### src/inc/foc_regs.vh
/*
 register map, field positions, reset values and limits of the
 frequency offset control block; assumes byte-wide register access.
*/
`ifndef FOC_REGS_VH
`define FOC_REGS_VH

`define FOC_ADDR_CTRL      8'h19
`define FOC_ADDR_SYNC      8'h1A
`define FOC_ADDR_SHIFT     8'h1B
`define FOC_ADDR_SIZE      8'h1C
`define FOC_ADDR_DATA      8'h1D
`define FOC_ADDR_DATA_P1   8'h1E
`define FOC_ADDR_DATA_P2   8'h1F
`define FOC_ADDR_DATA_LOW  8'h20
`define FOC_ADDR_AUTOINC   8'h22

`define FOC_CTRL_STREAM    4
`define FOC_CTRL_REL       5
`define FOC_CTRL_ENA       6
`define FOC_CTRL_CLR       7
`define FOC_SYNC_RESYNC    0
`define FOC_SYNC_CLR       1
`define FOC_SYNC_SATNEG    6
`define FOC_SYNC_SATPOS    7

`define FOC_CTRL_RST       3'h0
`define FOC_SHIFT_RST      5'h00
`define FOC_SIZE_RST       3'h0
`define FOC_SHIFT_MAX      5'h18
`define FOC_SIZE_MAX       3'h4
`define FOC_EXT_W          57
`define FOC_OFS_W          32

`endif

### src/verilog/foc_offset_ctrl.v
/*
 frequency offset control: control, shift, size, sync and data
 registers written byte-wise by the serial slave, input assembly in
 direct and streaming modes, absolute or relative update with
 saturation. assumes the slave logic runs on sys_clk and gives one
 write or read strobe per byte.
*/
// Notes on behaviour
// - control bit 4 picks direct byte writes (0) or streaming writes (1)
// - direct mode accepts writes to any of the four data bytes anytime
// - direct mode forms and applies a value only when the low byte is written
// - input uses size-many bytes from the low end, low byte at the bottom
// - input is sign-extended to 57 bits then shifted left by shift amount, at most 24
// - autoincrement disable applies to every register access
// - stream bytes come most significant first; width-th byte ends the value
// - streaming takes data only at the low byte, other data bytes ignored
// - control bit 5 picks absolute (0) or relative accumulation (1)
// - absolute mode saturates shifted input to 32 bits and loads it
// - relative mode adds in 57 bits, saturates to 32, stores sum
// - every offset update sets positive or negative clamp flag accordingly
// - control bit 6 enables offset operation
// - with bit 6 low other control bits ignored, clear still works
// - clear bit empties offset, holding registers and stream tracking, not shift
// - any control write restarts stream byte tracking
// - resync bit restarts stream tracking, next low byte is the first
`timescale 1ns/1ps
`include "foc_regs.vh"

module foc_offset_ctrl (
	input  wire        sys_clk,
	input  wire        reset_n,
	input  wire        regWrEn,
	input  wire        regRdEn,
	input  wire [7:0]  regAddr,
	input  wire [7:0]  regWrData,
	output reg  [7:0]  regRdData_r,
	output reg         autoIncDisable_r,
	output reg  [31:0] offsetValue_r,
	output reg         offsetUpdate_r,
	output reg         satPos_r,
	output reg         satNeg_r
);
	reg  [2:0]  ctrl_r;          // {ena, rel, stream}
	reg  [4:0]  shift_r;
	reg  [2:0]  size_r;
	wire [31:0] dataWord;        // big endian image, low byte at bits 7:0
	reg  [3:0]  byteSel;         // data byte hit, bit 0 is the low byte
	reg  [23:0] streamAsm_r;
	reg  [2:0]  streamCnt_r;
	reg  [31:0] raw;
	reg  [`FOC_EXT_W-1:0] ext;
	reg  [2:0]  width;
	reg  [4:0]  shiftEff;
	reg  [7:0]  regRdData_nxt;
	wire [`FOC_OFS_W-1:0] satVal;
	wire        clampP;
	wire        clampN;

	wire enable    = ctrl_r[2];
	wire streamMd  = ctrl_r[0] & enable;
	wire relMd     = ctrl_r[1] & enable;
	wire wrCtrl    = regWrEn & (regAddr == `FOC_ADDR_CTRL);
	wire wrSync    = regWrEn & (regAddr == `FOC_ADDR_SYNC);
	wire wrLow     = regWrEn & (regAddr == `FOC_ADDR_DATA_LOW);
	wire wrData    = regWrEn & (regAddr >= `FOC_ADDR_DATA) & (regAddr <= `FOC_ADDR_DATA_LOW);
	wire clearAll  = (wrCtrl & regWrData[`FOC_CTRL_CLR]) |
	                 (wrSync & regWrData[`FOC_SYNC_CLR]);
	wire resync    = wrCtrl | (wrSync & regWrData[`FOC_SYNC_RESYNC]);
	wire streamEnd = streamMd & wrLow & (streamCnt_r + 3'h1 >= width);
	wire directEnd = ~streamMd & wrLow;
	// a clear and a low byte write never share a cycle; clear wins anyway
	wire apply     = enable & (streamEnd | directEnd) & ~clearAll;

	always @* begin
		// zero and out-of-range sizes behave as full width
		width    = (size_r == 3'h0 || size_r > `FOC_SIZE_MAX) ? `FOC_SIZE_MAX : size_r;
		shiftEff = (shift_r > `FOC_SHIFT_MAX) ? `FOC_SHIFT_MAX : shift_r;
		if (streamMd) begin
			raw = {streamAsm_r, regWrData};
		end else begin
			raw = {dataWord[31:8], regWrData};
		end
		case (width)
			3'h1:    ext = {{49{raw[7]}}, raw[7:0]};
			3'h2:    ext = {{41{raw[15]}}, raw[15:0]};
			3'h3:    ext = {{33{raw[23]}}, raw[23:0]};
			default: ext = {{25{raw[31]}}, raw};
		endcase
		ext = ext << shiftEff;
		// 57 bits hold a shifted input plus the offset without wrapping
		if (relMd) begin
			ext = ext + {{25{offsetValue_r[31]}}, offsetValue_r};
		end
	end

	foc_saturate u_sat (
		.wide     (ext),
		.narrow   (satVal),
		.clampPos (clampP),
		.clampNeg (clampN)
	);

	always @* begin
		byteSel = 4'h0;
		case (regAddr)
			`FOC_ADDR_DATA:     byteSel = 4'h8;
			`FOC_ADDR_DATA_P1:  byteSel = 4'h4;
			`FOC_ADDR_DATA_P2:  byteSel = 4'h2;
			`FOC_ADDR_DATA_LOW: byteSel = 4'h1;
			default:            byteSel = 4'h0;
		endcase
	end

	always @* begin
		regRdData_nxt = 8'h00;
		case (regAddr)
			`FOC_ADDR_CTRL: begin
				regRdData_nxt[`FOC_CTRL_STREAM] = ctrl_r[0];
				regRdData_nxt[`FOC_CTRL_REL]    = ctrl_r[1];
				regRdData_nxt[`FOC_CTRL_ENA]    = ctrl_r[2];
			end
			`FOC_ADDR_SYNC: begin
				// write-one bits read back as zero
				regRdData_nxt[`FOC_SYNC_SATPOS] = satPos_r;
				regRdData_nxt[`FOC_SYNC_SATNEG] = satNeg_r;
			end
			`FOC_ADDR_SHIFT:    regRdData_nxt = {3'h0, shift_r};
			`FOC_ADDR_SIZE:     regRdData_nxt = {5'h00, size_r};
			`FOC_ADDR_DATA:     regRdData_nxt = dataWord[31:24];
			`FOC_ADDR_DATA_P1:  regRdData_nxt = dataWord[23:16];
			`FOC_ADDR_DATA_P2:  regRdData_nxt = dataWord[15:8];
			`FOC_ADDR_DATA_LOW: regRdData_nxt = dataWord[7:0];
			`FOC_ADDR_AUTOINC:  regRdData_nxt = {7'h00, autoIncDisable_r};
			default:            regRdData_nxt = 8'h00;
		endcase
	end

	// configuration registers; the clear leaves them alone
	always @(posedge sys_clk) begin
		if (!reset_n) begin
			ctrl_r           <= `FOC_CTRL_RST;
			shift_r          <= `FOC_SHIFT_RST;
			size_r           <= `FOC_SIZE_RST;
			autoIncDisable_r <= 1'b0;
		end else begin
			if (wrCtrl) begin
				ctrl_r <= {regWrData[`FOC_CTRL_ENA], regWrData[`FOC_CTRL_REL],
				           regWrData[`FOC_CTRL_STREAM]};
			end
			if (regWrEn && regAddr == `FOC_ADDR_SHIFT) begin
				shift_r <= regWrData[4:0];
			end
			if (regWrEn && regAddr == `FOC_ADDR_SIZE) begin
				size_r <= regWrData[2:0];
			end
			// slave logic reads this to hold its address on every access
			if (regWrEn && regAddr == `FOC_ADDR_AUTOINC) begin
				autoIncDisable_r <= regWrData[0];
			end
		end
	end

	always @(posedge sys_clk) begin
		if (!reset_n) begin
			regRdData_r <= 8'h00;
		end else if (regRdEn) begin
			regRdData_r <= regRdData_nxt;
		end
	end

	always @(posedge sys_clk) begin
		if (!reset_n || clearAll) begin
			streamAsm_r <= 24'h000000;
			streamCnt_r <= 3'h0;
		end else if (resync) begin
			streamAsm_r <= 24'h000000;
			streamCnt_r <= 3'h0;
		end else if (streamMd && wrLow) begin
			// bytes shift up so the last one lands lowest
			streamAsm_r <= streamEnd ? 24'h000000 : {streamAsm_r[15:0], regWrData};
			streamCnt_r <= streamEnd ? 3'h0 : streamCnt_r + 3'h1;
		end
	end

	// one holding byte per data location, byte 0 is the low byte
	genvar gByte;
	generate
		for (gByte = 0; gByte < 4; gByte = gByte + 1) begin : g_data
			reg  [7:0] dataByte_r;
			// streaming drops writes to the upper three bytes
			wire       take = wrData & byteSel[gByte] & (~streamMd | (gByte == 0));
			always @(posedge sys_clk) begin
				if (!reset_n || clearAll) begin
					dataByte_r <= 8'h00;
				end else if (take) begin
					dataByte_r <= regWrData;
				end
			end
			assign dataWord[8*gByte+7:8*gByte] = dataByte_r;
		end
	endgenerate

	always @(posedge sys_clk) begin
		if (!reset_n) begin
			offsetValue_r  <= 32'h00000000;
			offsetUpdate_r <= 1'b0;
			satPos_r       <= 1'b0;
			satNeg_r       <= 1'b0;
		end else begin
			offsetUpdate_r <= apply;
			if (clearAll) begin
				offsetValue_r <= 32'h00000000;
				satPos_r      <= 1'b0;
				satNeg_r      <= 1'b0;
			end else if (apply) begin
				offsetValue_r <= satVal;
				satPos_r      <= clampP;
				satNeg_r      <= clampN;
			end
		end
	end
endmodule // foc_offset_ctrl

### src/verilog/foc_saturate.v
/*
 sign saturation of a 57-bit value to 32 bits with clamp flags;
 purely combinational, the caller registers the results.
*/
`timescale 1ns/1ps
`include "foc_regs.vh"

module foc_saturate (
	input  wire [`FOC_EXT_W-1:0] wide,
	output reg  [`FOC_OFS_W-1:0] narrow,
	output reg                   clampPos,
	output reg                   clampNeg
);
	wire fits = (&wide[`FOC_EXT_W-1:`FOC_OFS_W-1]) | ~(|wide[`FOC_EXT_W-1:`FOC_OFS_W-1]);

	always @* begin
		clampPos = ~fits & ~wide[`FOC_EXT_W-1];
		clampNeg = ~fits & wide[`FOC_EXT_W-1];
		if (clampPos) begin
			narrow = 32'h7FFFFFFF;
		end else if (clampNeg) begin
			narrow = 32'h80000000;
		end else begin
			narrow = wide[`FOC_OFS_W-1:0];
		end
	end
endmodule // foc_saturate

### config.mk
export PLATFORM = sky130hd
export DESIGN_NAME = foc_offset_ctrl
export DESIGN_NICKNAME = d
export VERILOG_FILES = /design/src/verilog/foc_offset_ctrl.v /design/src/verilog/foc_saturate.v
export VERILOG_INCLUDE_DIRS = /design/src /design/src/inc
export SDC_FILE = /design/constraint.sdc
export NUM_CORES = 1
export LEC_CHECK = 0
export ABC_AREA = 1
export BUFFER_PORTS_ARGS = -buffer_cell sky130_fd_sc_hd__buf_2
export CAP_MARGIN = 20
export CORE_ASPECT_RATIO = 0.5
export CORE_MARGIN = 3
export CORE_UTILIZATION = 55
export DETAILED_ROUTE_END_ITERATION = 8
export GPL_TIMING_DRIVEN = 0
export MAX_ROUTING_LAYER = met4
export PLACE_DENSITY = 0.78
export SLEW_MARGIN = 10
export SYNTH_ARGS = -nofsm -noshare
export SYNTH_HDL_FRONTEND = slang
export SYNTH_HIERARCHICAL = 1
export SYNTH_SLANG_ARGS = --single-unit
### constraint.sdc
create_clock -name sys_clk -period 5 [get_ports sys_clk]
set_clock_uncertainty 0.1 [all_clocks]
set_input_delay 0.75 -clock sys_clk [delete_from_list [all_inputs] [get_ports sys_clk]]
set_output_delay 0.75 -clock sys_clk [all_outputs]
set_load 0.01 [all_outputs]
* Word-level counts from Yosys, hierarchy flattened
Cells that the tools add are included.
** Storage, ports and cells
- RAM bits :: 0
- Register bits :: 114
- Memories kept :: 0
- Bits in latches :: 0
- ROM bits :: 0
- Output and inout port bits :: 44
- Word-level logic and storage cells :: 95
** Cells by class
- Mux-type cells :: 14
- $lt $le $gt $ge :: 5
- $add $sub $neg :: 2
- Multipliers :: 0
- Equal/unequal tests :: 12
- Reductions and logical operators :: 12
- Bitwise logic cells :: 34
- Shift-type cells :: 1
- Divide/modulo/power cells :: 0
** Operators by type and width (count)
- one-hot mux 57 bit (3 select lines) :: 1
- 2-to-1 mux 32 bit :: 3
- adder 57 bit :: 1
- 2-to-1 mux 57 bit :: 1
- left shift 57 x 5 -> 57 bit :: 1
- equality test 8 x 5 -> 1 bit, second input constant :: 7
- one-hot mux 4 bit (7 select lines) :: 1
- AND reduction 26 bit :: 1
- OR reduction 26 bit :: 1
- bitwise AND 1 bit :: 24
- 2-to-1 mux 24 bit :: 1
- equality test 8 x 6 -> 1 bit, second input constant :: 2
- one-hot mux 4 bit (4 select lines) :: 1
- one-hot mux 2 bit (6 select lines) :: 1
- greater-or-equal comparator 8 x 5 -> 1 bit, second input constant :: 1
- <= comparator 8 x 6 -> 1 bit, second input constant :: 1
- equality test 3 x 2 -> 1 bit, second input constant :: 2
- 2-to-1 mux 3 bit :: 2
- inverter 1 bit :: 6
- one-hot mux 1 bit (6 select lines) :: 1
- greater-than comparator 5 bit, second input constant :: 1
- 2-to-1 mux 5 bit :: 1
- one-hot mux 1 bit (5 select lines) :: 1
- logical AND 1 bit :: 4
- 9 further kinds :: 14

* Longest topological paths before layout
Gate-level depths: netlist (run 1).
- Depth after elaboration :: 15
- Gate-level depth with buffers :: 44
- Gate-level depth less buffers :: 42

* By module
Netlist (run 1), hierarchy kept.
** Modules (own cells, without submodules)
- foc_offset_ctrl :: cells an instance 2132, area an instance 12225.5 um^2, times used 1
- foc_saturate :: cells an instance 134, area an instance 575.6 um^2, times used 1

* Worst setup path after synthesis (run 1)
OpenSTA, ideal clock, no wires.
- Path type :: reg-to-reg
- From :: register size_r[1]
- To :: register offsetValue_r[10]
- Period minus slack after synthesis :: 4.561 ns
- Arrival time :: 4.383 ns
- Required time :: 4.822 ns
- Slack :: 0.439 ns
- Stages on the path, launching flop included :: 40
- Path buffers :: 2
- Cells stage by stage :: dfxtp_1 -> inv_1 -> nand2_1 -> ha_1 -> inv_1 -> nand2_2 -> nand2_1 -> nor2_4 -> a21oi_4 -> nand2_4 -> buf_6 -> nand3_2 -> nand3_1 -> nand3_1 -> nand3_1 -> nand2_1 -> nand2_1 -> and2_1 -> [4 not listed] -> nor2_1 -> inv_1 -> nor4_1 -> nand2_1 -> nand3_1 -> xor2_1 -> nand2_1 -> nand2_1 -> nor2_1 -> and2_1 -> nand2_1 -> nor2_1 -> nand2_2 -> nand3_2 -> buf_6 -> nand2_1 -> nor2_1 -> nor3_1
** On the way
- Cells in the longest elaborated chain, start to end :: 15
- Elaborated cells between the ends (all ways) :: 26
** RTL lines
- start: declaration :: RTL line foc_offset_ctrl.v:45 : reg [2:0] size_r;
- start signal: assignment :: RTL line foc_offset_ctrl.v:143 : size_r <= `FOC_SIZE_RST;
- start signal: assignment :: RTL line foc_offset_ctrl.v:154 : size_r <= regWrData[2:0];
- greater-than comparator 3 bit (no source line) or zero test 3 bit (tied branches)
- logical OR 1 bit (no source line)
- 2-to-1 mux 3 bit * :: RTL line foc_offset_ctrl.v:76 : width = (size_r == 3'h0 || size_r > `FOC_SIZE_MAX) ? `FOC_SIZE_MAX : size_r;
- equality test 3 x 2 -> 1 bit or equality test 3 x 1 -> 1 bit (tied branches) :: RTL line foc_offset_ctrl.v:83 : case (width)
- one-hot mux 57 bit (3 select lines) * :: RTL line foc_offset_ctrl.v:83
- left shift 57 x 5 -> 57 bit * :: RTL line foc_offset_ctrl.v:89 : ext = ext << shiftEff;
- adder 57 bit :: RTL line foc_offset_ctrl.v:92 : ext = ext + {{25{offsetValue_r[31]}}, offsetValue_r};
- 2-to-1 mux 57 bit * :: RTL line foc_offset_ctrl.v:91 : if (relMd) begin
- net ext[45] :: RTL line foc_offset_ctrl.v:51 : reg [`FOC_EXT_W-1:0] ext;
- OR reduction 26 bit :: RTL line foc_saturate.v:14 : wire fits = (&wide[`FOC_EXT_W-1:`FOC_OFS_W-1]) | ~(|wide[`FOC_EXT_W-1:`FOC_OFS_W-1]);
- inverter 1 bit :: RTL line foc_saturate.v:14
- OR 1 bit * :: RTL line foc_saturate.v:14
- inverter 1 bit * :: RTL line foc_saturate.v:17, foc_saturate.v:18
- bitwise AND 1 bit :: RTL line foc_saturate.v:18 : clampNeg = ~fits & wide[`FOC_EXT_W-1];
- 2-to-1 mux 32 bit :: RTL line foc_saturate.v:21 : end else if (clampNeg) begin
- 2-to-1 mux 32 bit * :: RTL line foc_saturate.v:19 : if (clampPos) begin
- net satVal[10] :: RTL line foc_offset_ctrl.v:55 : wire [`FOC_OFS_W-1:0] satVal;
- end signal: assignment :: RTL line foc_offset_ctrl.v:216 : offsetValue_r <= satVal;
- end: declaration :: RTL line foc_offset_ctrl.v:38 : output reg [31:0] offsetValue_r,
Mark *: on every way through the listed nets, which the timed path passes. The rest lies on a longest branch.
A chain may end at the register's enable or synchronous reset.

* Worst setup path in the final report (run 1)
- From :: register size_r[1]
- To :: register offsetValue_r[20]
The elaborated chain is that of the path after synthesis.

==> run_results.csv, run 1 <==
group,metric,value,unit
status,status,"complete, but fails checks",
status,violations,"setup timing",
sta,relSlewSlack,37.4,%
synthesis,synth_edf_count,0,
sta,final-setup-viol-count,33,
synthesis,ys_seq_area_share,17.8,%
pwr,power.density,131,mW/mm²
detailed_routing,drtPass1Iterations,8,
synthesis,syn_area_per_cell,5.65,µm²
detailed_routing,drt-initial-drc-count,2479,
finish,fill_cells,1868,
synthesis,synth_warnings,6,
worst_setup_path,critical_path_class,"reg -> reg",
cts,clk_pin_slew,60,ps
pwr,p_switching,594,µW
placed_design,gp_congestion,1.10,
synthesis,syn-num-nets,2348,
die,die_h,114,µm
detailed_routing,post_drt_wl_per_cell,20.6,µm
placed_design,pre_cts_slack,-830,ps
placed_design,detailed_place_hpwl,41900,µm
worst_hold_path,hold_path_class,"reg -> reg",
detailed_routing,viasPerCell,6.34,
sta,hold_viol_final,0,
worst_setup_path,required,5250,ps
pwr,pwr-share-seq,40.9,%
worst_setup_path,slowest_delay,350,ps
finish,layout-drive-gt1-share,27.8,%
cts,cts_max_level,4,
cts,cts-root-buf,"clkbuf_16",
synthesis,synth-main-ff-cell,"dfxtp_1",
synthesis,synth_xor_area_share,2.33,%
detailed_routing,vias,17284,
worst_setup_path,worstSetupEndpointType,"flip-flop",
grt,grt_first_pass_wirelength,80500,µm
die,die-area,0.0253,mm²
pwr,swShare,26.8,%
die,ios,64,
cts,cts_hold_buf,0,
pwr,leakagePower,0.00756,µW
synthesis,synth_compound_area_share,16.2,%
synthesis,ys_ff_latch,114,
die,start_util,57.5,%
sta,worst_pin_slew,938,ps
pwr,comb_power_share,8.4,%
detailed_routing,drt_wl_total,56100,µm
worst_setup_path,start_kind,"flip-flop",
placed_design,port_buffers,62,
finish,diodes,0,
sta,finalCriticalPeriod,5530,ps
worst_setup_path,critPathMaxFanout,7,
sta,fmax,0.181,GHz
detailed_routing,met3WireLength,7830,µm
sta,worst_slack,-529,ps
job,maxCapViolations,0,
grt,gr-usage-all-layers,41.5,%
detailed_routing,drc,0,
synthesis,netlist_area,0.0128,mm²
worst_setup_path,worstPathArrival,5770,ps
pwr,clkPwrFrac,50.7,%
detailed_routing,maxUsedRoutingLayer,"met4",
pwr,ir_drop,0.276,mV
finish,fin_util,76.0,%
sta,rsz0062_at_grt,"true",
finish,fin_nets,2495,
grt,grt_pass1_vias,14795,
sta,fin_crit_sh,111,%
synthesis,async_reset_ff_share,0,%
grt,grt_overflow,0,
cts,cts_tree,"yes",
synthesis,synth-simple-area-share,47.7,%
finish,area_delta_synth_final,32.1,%
worst_setup_path,crit_path_frequent_cell,"nand2_2",
synthesis,yosys-mux-area-fraction,0.156,%
cts,cts_sinks,114,
worst_setup_path,slowest_stage,"dfxtp_4",
synthesis,synth_top_family_by_area,"simple AND/OR/NAND/NOR gates",
detailed_routing,wl_met2,22900,µm
synthesis,synth_fa_ha_area_share,6.12,%
cts,clkLatencyLatePin,430,ps
die,die_w,222,µm
detailed_routing,ant_nets,0,
grt,grt_max_degree,21,
cts,numCtsBuffers,17,
die,core_area,0.0223,mm²
synthesis,synthCells,2266,
die,rows,38,
detailed_routing,wl_met1,23100,µm
grt,grt_antenna_before_repair,1,
sta,slew_viol_final,0,
pwr,internal_power,1630,µW
sta,holdWs,363,ps
synthesis,ys_types,50,
cts,clk_path_buf_depth,2,
==> cell families (layout without fill, tap and decap cells) <==
kind of cell / after synthesis / after routing
multiplexers: 2 / 2
AO/OA/AOI/OAI: 350 / 350
AND/OR/NAND/NOR: 1410 / 1411
buffers and inverters: 294 / 453
adder cells (fa/ha/maj): 62 / 62
XOR/XNOR: 34 / 34
flip-flops: 114 / 114
==> flip-flops by register name (all words and copies together) (netlist names) <==
name / cells
streamAsm_r: 24
autoIncDisable_r: 1
g_data.dataByte_r: 32
ctrl_r: 3
offsetValue_r: 32
size_r: 3
shift_r: 5
regRdData_r: 8
satPos_r: 1
streamCnt_r: 3
offsetUpdate_r: 1
satNeg_r: 1
==> path summary, 6_finish.rpt <==
path                                     from                              to  slack (ps)  depth (start not counted)
setup reg to reg       size_r[1]$_SDFFE_PN0P_  offsetValue_r[20]$_SDFFE_PP0P_        -530                         42
hold / removal    regRdData_r[0]$_SDFFE_PN0P_     regRdData_r[0]$_SDFFE_PN0P_         360                          2
setup / recovery       size_r[1]$_SDFFE_PN0P_  offsetValue_r[20]$_SDFFE_PP0P_        -530                         42
hold reg to reg   regRdData_r[0]$_SDFFE_PN0P_     regRdData_r[0]$_SDFFE_PN0P_         360                          2
==> area by class of cell <==
class | count | area [µm²] | share of cell area (%)
plain buffers | 86 | 484 | 2.86
clock buffers | 21 | 460 | 2.72
clock inverters | 11 | 80.1 | 0.474
inverters | 208 | 793 | 4.69
multi-input cells | 1859 | 11500 | 68.3
flip-flops and latches | 114 | 2300 | 13.6
well taps | 300 | 375 | 2.22
repair buffers | 127 | 865 | 5.11
==> power groups by stage <==
stage | Clock, µW | Sequential, µW | Combinational [µW]
detailed placement | 0 | 930 | 151
floorplan | 0 | 930 | 99.7
global placement | 0 | 930 | 150
global route | 1160 | 909 | 198
finish | 1130 | 909 | 186
CTS | 1120 | 910 | 158
==> synthesized netlist by cell type (5+ instances only) <==
library cell / number / area (µm²)
nor3_1: 48 / 240
or2_2: 7 / 43.8
nand4_1: 19 / 119
nor2_2: 5 / 31.3
nand3_2: 18 / 180
nand3b_1: 5 / 37.5
a211oi_1: 33 / 248
nand3_1: 287 / 1440
o21bai_1: 5 / 37.5
nor2_1: 291 / 1090
a21oi_1: 115 / 576
o21ai_0: 98 / 490
inv_2: 13 / 48.8
nand2_1: 686 / 2570
xnor2_1: 15 / 131
o211ai_1: 15 / 113
ha_1: 61 / 763
a21o_1: 8 / 60.1
xor2_1: 19 / 166
nand2_2: 11 / 68.8
clkbuf_1: 35 / 131
buf_2: 35 / 175
buf_6: 11 / 124
a31oi_1: 17 / 106
o21a_1: 11 / 82.6
a22oi_1: 14 / 105
and2_1: 13 / 81.3
nor4_1: 9 / 56.3
inv_1: 193 / 724
a32oi_1: 5 / 43.8
dfxtp_1: 114 / 2280
o21ai_1: 14 / 70.1
==> timing repair <==
item / 4_1_cts / 5_1_grt
resized for setup: 212 / 341
pin swaps: 24 / 131
setup buffers: 14 / 46
gates cloned: 1 / 4
endpoints found under the setup margin: 34 / 34
==> metrics by stage <==
step	TNS [ps]	cells	cell area (µm²)	total power (µW)
after floorplan	0	2266	12800	1030
after global placement	-25890	2628	13500	1080
after detailed placement	-25510	2629	13500	1080
after CTS	-8060	2676	15100	2190
after global routing	-21680	2726	16900	2270
final	-15890	2726	16900	2220
==> cell usage in the layout (no fill, tap or decap), types with 27 or more instances in the layout <==
cell type / count
dfxtp_1: 107
nor2_4: 27
nor2_2: 46
nand3_1: 202
nor2_1: 228
o21ai_0: 66
clkbuf_1: 35
a21oi_2: 39
buf_2: 95
buf_4: 63
ha_4: 37
o21ai_1: 31
nor3_1: 37
nand2_2: 67
nand2_1: 616
inv_1: 180
a211oi_1: 33
nand3_2: 82
a21oi_1: 66
==> per-layer routing <==
| layer | global-route usage (%) | vias up |
|---|---|---|
| li1 | - | 7815 |
| met4 | 12.1 | 0 |
| met5 | - | - |
| met2 | 60.1 | 1275 |
| met1 | 57.4 | 7972 |
| met3 | 9.98 | 222 |
==> critical path: cells and delay by family (launching register included) <==
kind / cells / cell delay (ps)
and+or+nand+nor: 30 / 3040
buffers and inverters: 8 / 990
adders and majority gates: 2 / 520
DFF: 1 / 350
xor gates and xnor gates: 1 / 230
AOI/OAI and AO/OA: 1 / 170
No activity file was read; power rests on OpenSTA's default activity.
==> run 2, diff against run 1 <==
Settings changed: CORE_UTILIZATION 55 to 25, PLACE_DENSITY 0.78 to not set.
==> run 2 against run 1 <==
- the run still ends with setup timing left
- critical path depth shrank 2
- sequential share of layout area fell by 1.4 points
- hold slack gained 2.1 ps
- sequential cell count stayed put
- via count shrank 4.3%
- clock power increased by 5%
- maximum frequency up 5.5%
==> run_results.csv, run 2 (synthesized netlist as in run 1, its figures left out) <==
group,metric,value,unit
placed_design,detailed_place_hpwl,46400,µm
die,die_w,326,µm
die,rows,57,
worst_setup_path,critPathMaxFanout,8,
sta,hold_viol_final,0,
grt,gr-usage-all-layers,21.3,%
grt,grt_overflow,0,
sta,relSlewSlack,35.7,%
detailed_routing,vias,16543,
worst_setup_path,crit_path_frequent_cell,"nand2_1",
finish,reg_top3,"g_data.dataByte_r: 32 flops, offsetValue_r: 32 flops, streamAsm_r: 24 flops",
sta,rsz0062_at_grt,"true",
finish,area_delta_synth_final,47.5,%
cts,numCtsBuffers,17,
job,maxCapViolations,0,
worst_setup_path,critical_path_class,"reg -> reg",
worst_setup_path,required,5250,ps
grt,grt_max_degree,20,
detailed_routing,drt_wl_total,59300,µm
placed_design,port_buffers,62,
worst_setup_path,worstPathArrival,5490,ps
detailed_routing,viasPerCell,5.26,
cts,clkLatencyLatePin,440,ps
finish,final_cell_mix,"nand2_1 (555), nor2_1 (198), nand3_1 (161)",
grt,grt_antenna_before_repair,0,
sta,final-setup-viol-count,33,
sta,worst_slack,-241,ps
pwr,ir_drop,0.170,mV
sta,fin_crit_sh,105,%
worst_setup_path,start_kind,"flip-flop",
detailed_routing,post_drt_wl_per_cell,18.8,µm
die,die_h,166,µm
placed_design,pre_cts_slack,-1090,ps
cts,cts_sinks,114,
cts,clk_pin_slew,70,ps
finish,diodes,0,
grt,grt_pass1_vias,15675,
grt,grt_first_pass_wirelength,89100,µm
detailed_routing,drt-initial-drc-count,1386,
detailed_routing,drtPass1Iterations,6,
detailed_routing,drc,0,
finish,layout-drive-gt1-share,36.8,%
die,start_util,25.8,%
pwr,power.total,2290,µW
detailed_routing,ant_nets,0,
cts,cts-root-buf,"clkbuf_16",
sta,worst_pin_slew,963,ps
pwr,power.density,121,mW/mm²
worst_setup_path,worstSetupEndpointType,"flip-flop",
worst_setup_path,slowest_stage,"dfxtp_4",
sta,fmax,0.191,GHz
finish,fin_nets,2539,
cts,cts_tree,"yes",
cts,cts_max_level,4,
sta,slew_viol_final,0,
placed_design,gp_congestion,0.992,
worst_setup_path,slowest_delay,350,ps
finish,fill_cells,5223,
pwr,leakagePower,0.00812,µW
status,status,"complete, but fails checks",
die,core_area,0.0496,mm²
sta,finalCriticalPeriod,5240,ps
die,die-area,0.0541,mm²
status,violations,"setup timing",
worst_hold_path,hold_path_class,"reg -> reg",
cts,clk_path_buf_depth,2,
finish,final_common_cell,"nand2_1",
die,ios,64,
## run 2: path summary, 6_finish.rpt
| kind | start | to | slack, ps | cells past startpoint |
|---|---|---|---|---|
| min reg2reg | regRdData_r[2]$_SDFFE_PN0P_ | regRdData_r[2]$_SDFFE_PN0P_ | 370 | 2 |
| min | regRdData_r[2]$_SDFFE_PN0P_ | regRdData_r[2]$_SDFFE_PN0P_ | 370 | 2 |
| max reg2reg | size_r[0]$_SDFFE_PN0P_ | satNeg_r$_SDFFE_PP0P_ | -240 | 40 |
| max | size_r[0]$_SDFFE_PN0P_ | satNeg_r$_SDFFE_PP0P_ | -240 | 40 |
## run 2: timing repair
item,in CTS,in global routing
hold buffers,0,0
setup buffers,70,36
pin swaps,126,98
gates resized for setup,573,257
cloned,3,1
setup endpoints to repair,34,33
## run 2: worst max-delay path: cells and delay by family, from the launching register on
| kind | cells | cell delay, ps |
|---|---|---|
| compound gates | 1 | 80 |
| flops | 1 | 350 |
| simple gates | 29 | 3080 |
| buf+inv | 7 | 690 |
| fa+ha+maj | 2 | 550 |
| xor+xnor | 1 | 230 |
## run 2: cell type report
type	instances	area, µm²	share of cell area [%]
flip-flops and latches	114	2300	12.2
repair buffers	172	1240	6.57
inverters	208	803	4.25
multi-input cells	1858	12600	66.8
plain buffers	86	498	2.64
well taps	678	848	4.49
clock inverters	14	145	0.768
clock buffers	18	429	2.27
## run 2: routing by layer
metal	wire length (µm)	part of all wire (%)	global-route usage, %	vias to the layer above
li1	-	-	-	7943
met1	26300	44	27.6	7814
met2	27400	46	34.5	620
met3	3270	5.5	1.86	166
met4	2410	4.1	7.74	0
met5	0	0	-	-
## run 2: metrics by stage
| stage | cells | TNS [ps] | hold slack (ps) | cell area [µm²] | util, % |
|---|---|---|---|---|---|
| 2_1_floorplan | 2266 | 0 | 341 | 12800 | - |
| 3_3_place_gp | 3006 | -36500 | 354 | 14000 | 28.2 |
| 3_5_place_dp | 3007 | -34720 | 358 | 14000 | 28.2 |
| 4_1_cts | 3112 | -1330 | 367 | 17600 | 35.5 |
| 5_1_grt | 3148 | -14720 | 397 | 18900 | 38.1 |
| 6_report | 3148 | -5990 | 365 | 18900 | 38.1 |
## run 2: power breakdown
| part | internal [µW] | switching (µW) |
|---|---|---|
| combinational | 63.6 | 133 |
| sequential | 907 | 0.802 |
| clock | 698 | 492 |
==> run 3, diff against run 2 <==
Settings changed: CORE_UTILIZATION 25 to 55, PLACE_DENSITY set to 0.73, TNS_END_PERCENT set to 10.
==> run 3 against run 2 <==
- the run still ends with setup timing left
- first-iteration DRC count is 110% higher
- combinational power is 4% lower
- non-clock buffer count is 33 lower
- count of clock-buffer cells in the layout is 1 lower
- cell area is 7.8% lower
- via count is 6.5% higher
- maximum frequency is 4.5% lower
- hold slack worse by 2.6 ps
==> run_results.csv, run 3 (synthesized netlist as in run 1, its figures left out) <==
group,metric,value,unit
status,status,"complete, but fails checks",
status,violations,"setup timing",
cts,clk_pin_slew,60,ps
cts,cts_tree,"yes",
worst_setup_path,slowest_delay,360,ps
sta,worst_slack,-486,ps
worst_setup_path,r2r_slack,-490,ps
placed_design,port_buffers,62,
sta,relSlewSlack,38.9,%
finish,final_common_cell,"nand2_1",
finish,reg_top3,"g_data.dataByte_r: 32 flops, offsetValue_r: 32 flops, streamAsm_r: 24 flops",
cts,cts-root-buf,"clkbuf_16",
sta,fmax,0.182,GHz
worst_setup_path,start_kind,"flip-flop",
worst_setup_path,worstPathArrival,5740,ps
detailed_routing,viasPerCell,6.43,
placed_design,placed_cells,2628,
detailed_routing,drt-initial-drc-count,2978,
sta,fin_tns_setup,-13590,ps
worst_setup_path,crit_path_frequent_cell,"nand2_1",
finish,fin_area,0.0174,mm²
die,ios,64,
die,rows,38,
worst_setup_path,critPathLaunch,"size_r[1]$_SDFFE_PN0P_",
placed_design,gp_congestion,1.07,
grt,gr-usage-all-layers,42.7,%
worst_setup_path,critPathMaxFanout,8,
sta,final-setup-viol-count,33,
worst_setup_path,required,5250,ps
grt,grt_overflow,0,
placed_design,dpl_cell_area,0.0135,mm²
finish,final_cell_mix,"nand2_1 (591), nor2_1 (212), nand3_1 (196)",
detailed_routing,drt_wl_total,57800,µm
die,start_util,57.5,%
sta,worst_pin_slew,917,ps
pwr,leakagePower,0.00777,µW
job,maxCapViolations,0,
pwr,power.density,138,mW/mm²
cts,cts_sinks,114,
sta,slew_viol_final,0,
worst_setup_path,slowest_stage,"ha_1",
die,die_h,114,µm
worst_setup_path,critical_path_class,"reg -> reg",
finish,fin_nets,2507,
worst_setup_path,worstReg2RegEnd,"offsetValue_r[10]$_SDFFE_PP0P_",
die,die_w,222,µm
grt,grt_max_degree,29,
detailed_routing,vias,17622,
sta,finalCriticalPeriod,5490,ps
sta,hold_viol_final,0,
placed_design,detailed_place_hpwl,41700,µm
detailed_routing,post_drt_wl_per_cell,21.1,µm
worst_setup_path,r2r_cells,35,
grt,grt_first_pass_wirelength,82200,µm
die,core_area,0.0223,mm²
cts,clkLatencyLatePin,450,ps
detailed_routing,drc,0,
pwr,ir_drop,0.283,mV
grt,grt_pass1_vias,15066,
finish,layout-drive-gt1-share,30.6,%
pwr,power.total,2400,µW
sta,rsz0062_at_grt,"true",
detailed_routing,ant_nets,0,
die,die-area,0.0253,mm²
placed_design,pre_cts_slack,-939,ps
worst_hold_path,hold_path_class,"reg -> reg",
worst_setup_path,r2r_start,"size_r[1]$_SDFFE_PN0P_",
cts,cts_hold_buf,0,
grt,grt_antenna_before_repair,2,
worst_setup_path,crit_end,"offsetValue_r[10]$_SDFFE_PP0P_",
worst_setup_path,worstSetupEndpointType,"flip-flop",
finish,area_delta_synth_final,36.1,%
sta,fin_crit_sh,110,%
finish,instances_no_fill,2740,
cts,numCtsBuffers,17,
cts,cts_max_level,4,
cts,clk_path_buf_depth,2,
detailed_routing,drtPass1Iterations,7,
## run 3: stage by stage
step	hold slack [ps]	utilization, %
after floorplan	341	-
after global placement	350	60.6
after detailed placement	361	60.6
after CTS	371	70.6
after global routing	386	78.3
final	363	78.3
## run 3: final cells by class
cell class	instances	area, µm²
fillers	1693	4830
clock inverters	15	195
multi-input cells	1859	11900
repair buffers	139	947
inverters	208	792
diodes	2	5.00
well taps	300	375
plain buffers	86	474
flip-flops and latches	114	2300
clock buffers	17	425
## run 3: power by group
part | switching, µW | leakage, µW | internal [µW]
clock | 504 | 0.000303 | 796
sequential | 0.827 | 0.000923 | 908
combinational | 131 | 0.00655 | 58.4
total | 636 | 0.00777 | 1760
## run 3: worst min path at each step
stage	from	end	slack (ps)	depth (start not counted)
2_1_floorplan	streamAsm_r[16]$_SDFFE_PP0P_	streamAsm_r[16]$_SDFFE_PP0P_	340	2
3_3_place_gp	streamAsm_r[21]$_SDFFE_PP0P_	streamAsm_r[21]$_SDFFE_PP0P_	350	2
3_5_place_dp	streamAsm_r[20]$_SDFFE_PP0P_	streamAsm_r[20]$_SDFFE_PP0P_	360	2
4_1_cts	regRdData_r[1]$_SDFFE_PN0P_	regRdData_r[1]$_SDFFE_PN0P_	370	2
5_1_grt	streamAsm_r[21]$_SDFFE_PP0P_	streamAsm_r[21]$_SDFFE_PP0P_	390	2
6_report	regRdData_r[1]$_SDFFE_PN0P_	regRdData_r[1]$_SDFFE_PN0P_	360	2
## run 3: timing repair
item,4_1_cts,5_1_grt
gates cloned,6,0
endpoints found under the setup margin,33,34
hold endpoints to repair,0,0
pin swaps,105,139
buffers inserted,34,38
resized for setup,304,342
## run 3: worst max-delay path, delay by kind of cell, from the launching register on
family          cells  cell delay [ps]
simple gates       24             2700
compound gates      4             1020
fa+ha+maj           2              540
flops               1              350
buf+inv             4              350
xor+xnor            1              280
## run 3: layer usage
metal / part of all wire (%) / vias to the layer above / global-route usage (%)
met5: 0 / - / -
met4: 4.8 / 0 / 14.9
met3: 15 / 318 / 12.7
met2: 41 / 1317 / 61.0
met1: 40 / 8115 / 57.2
li1: - / 7872 / -
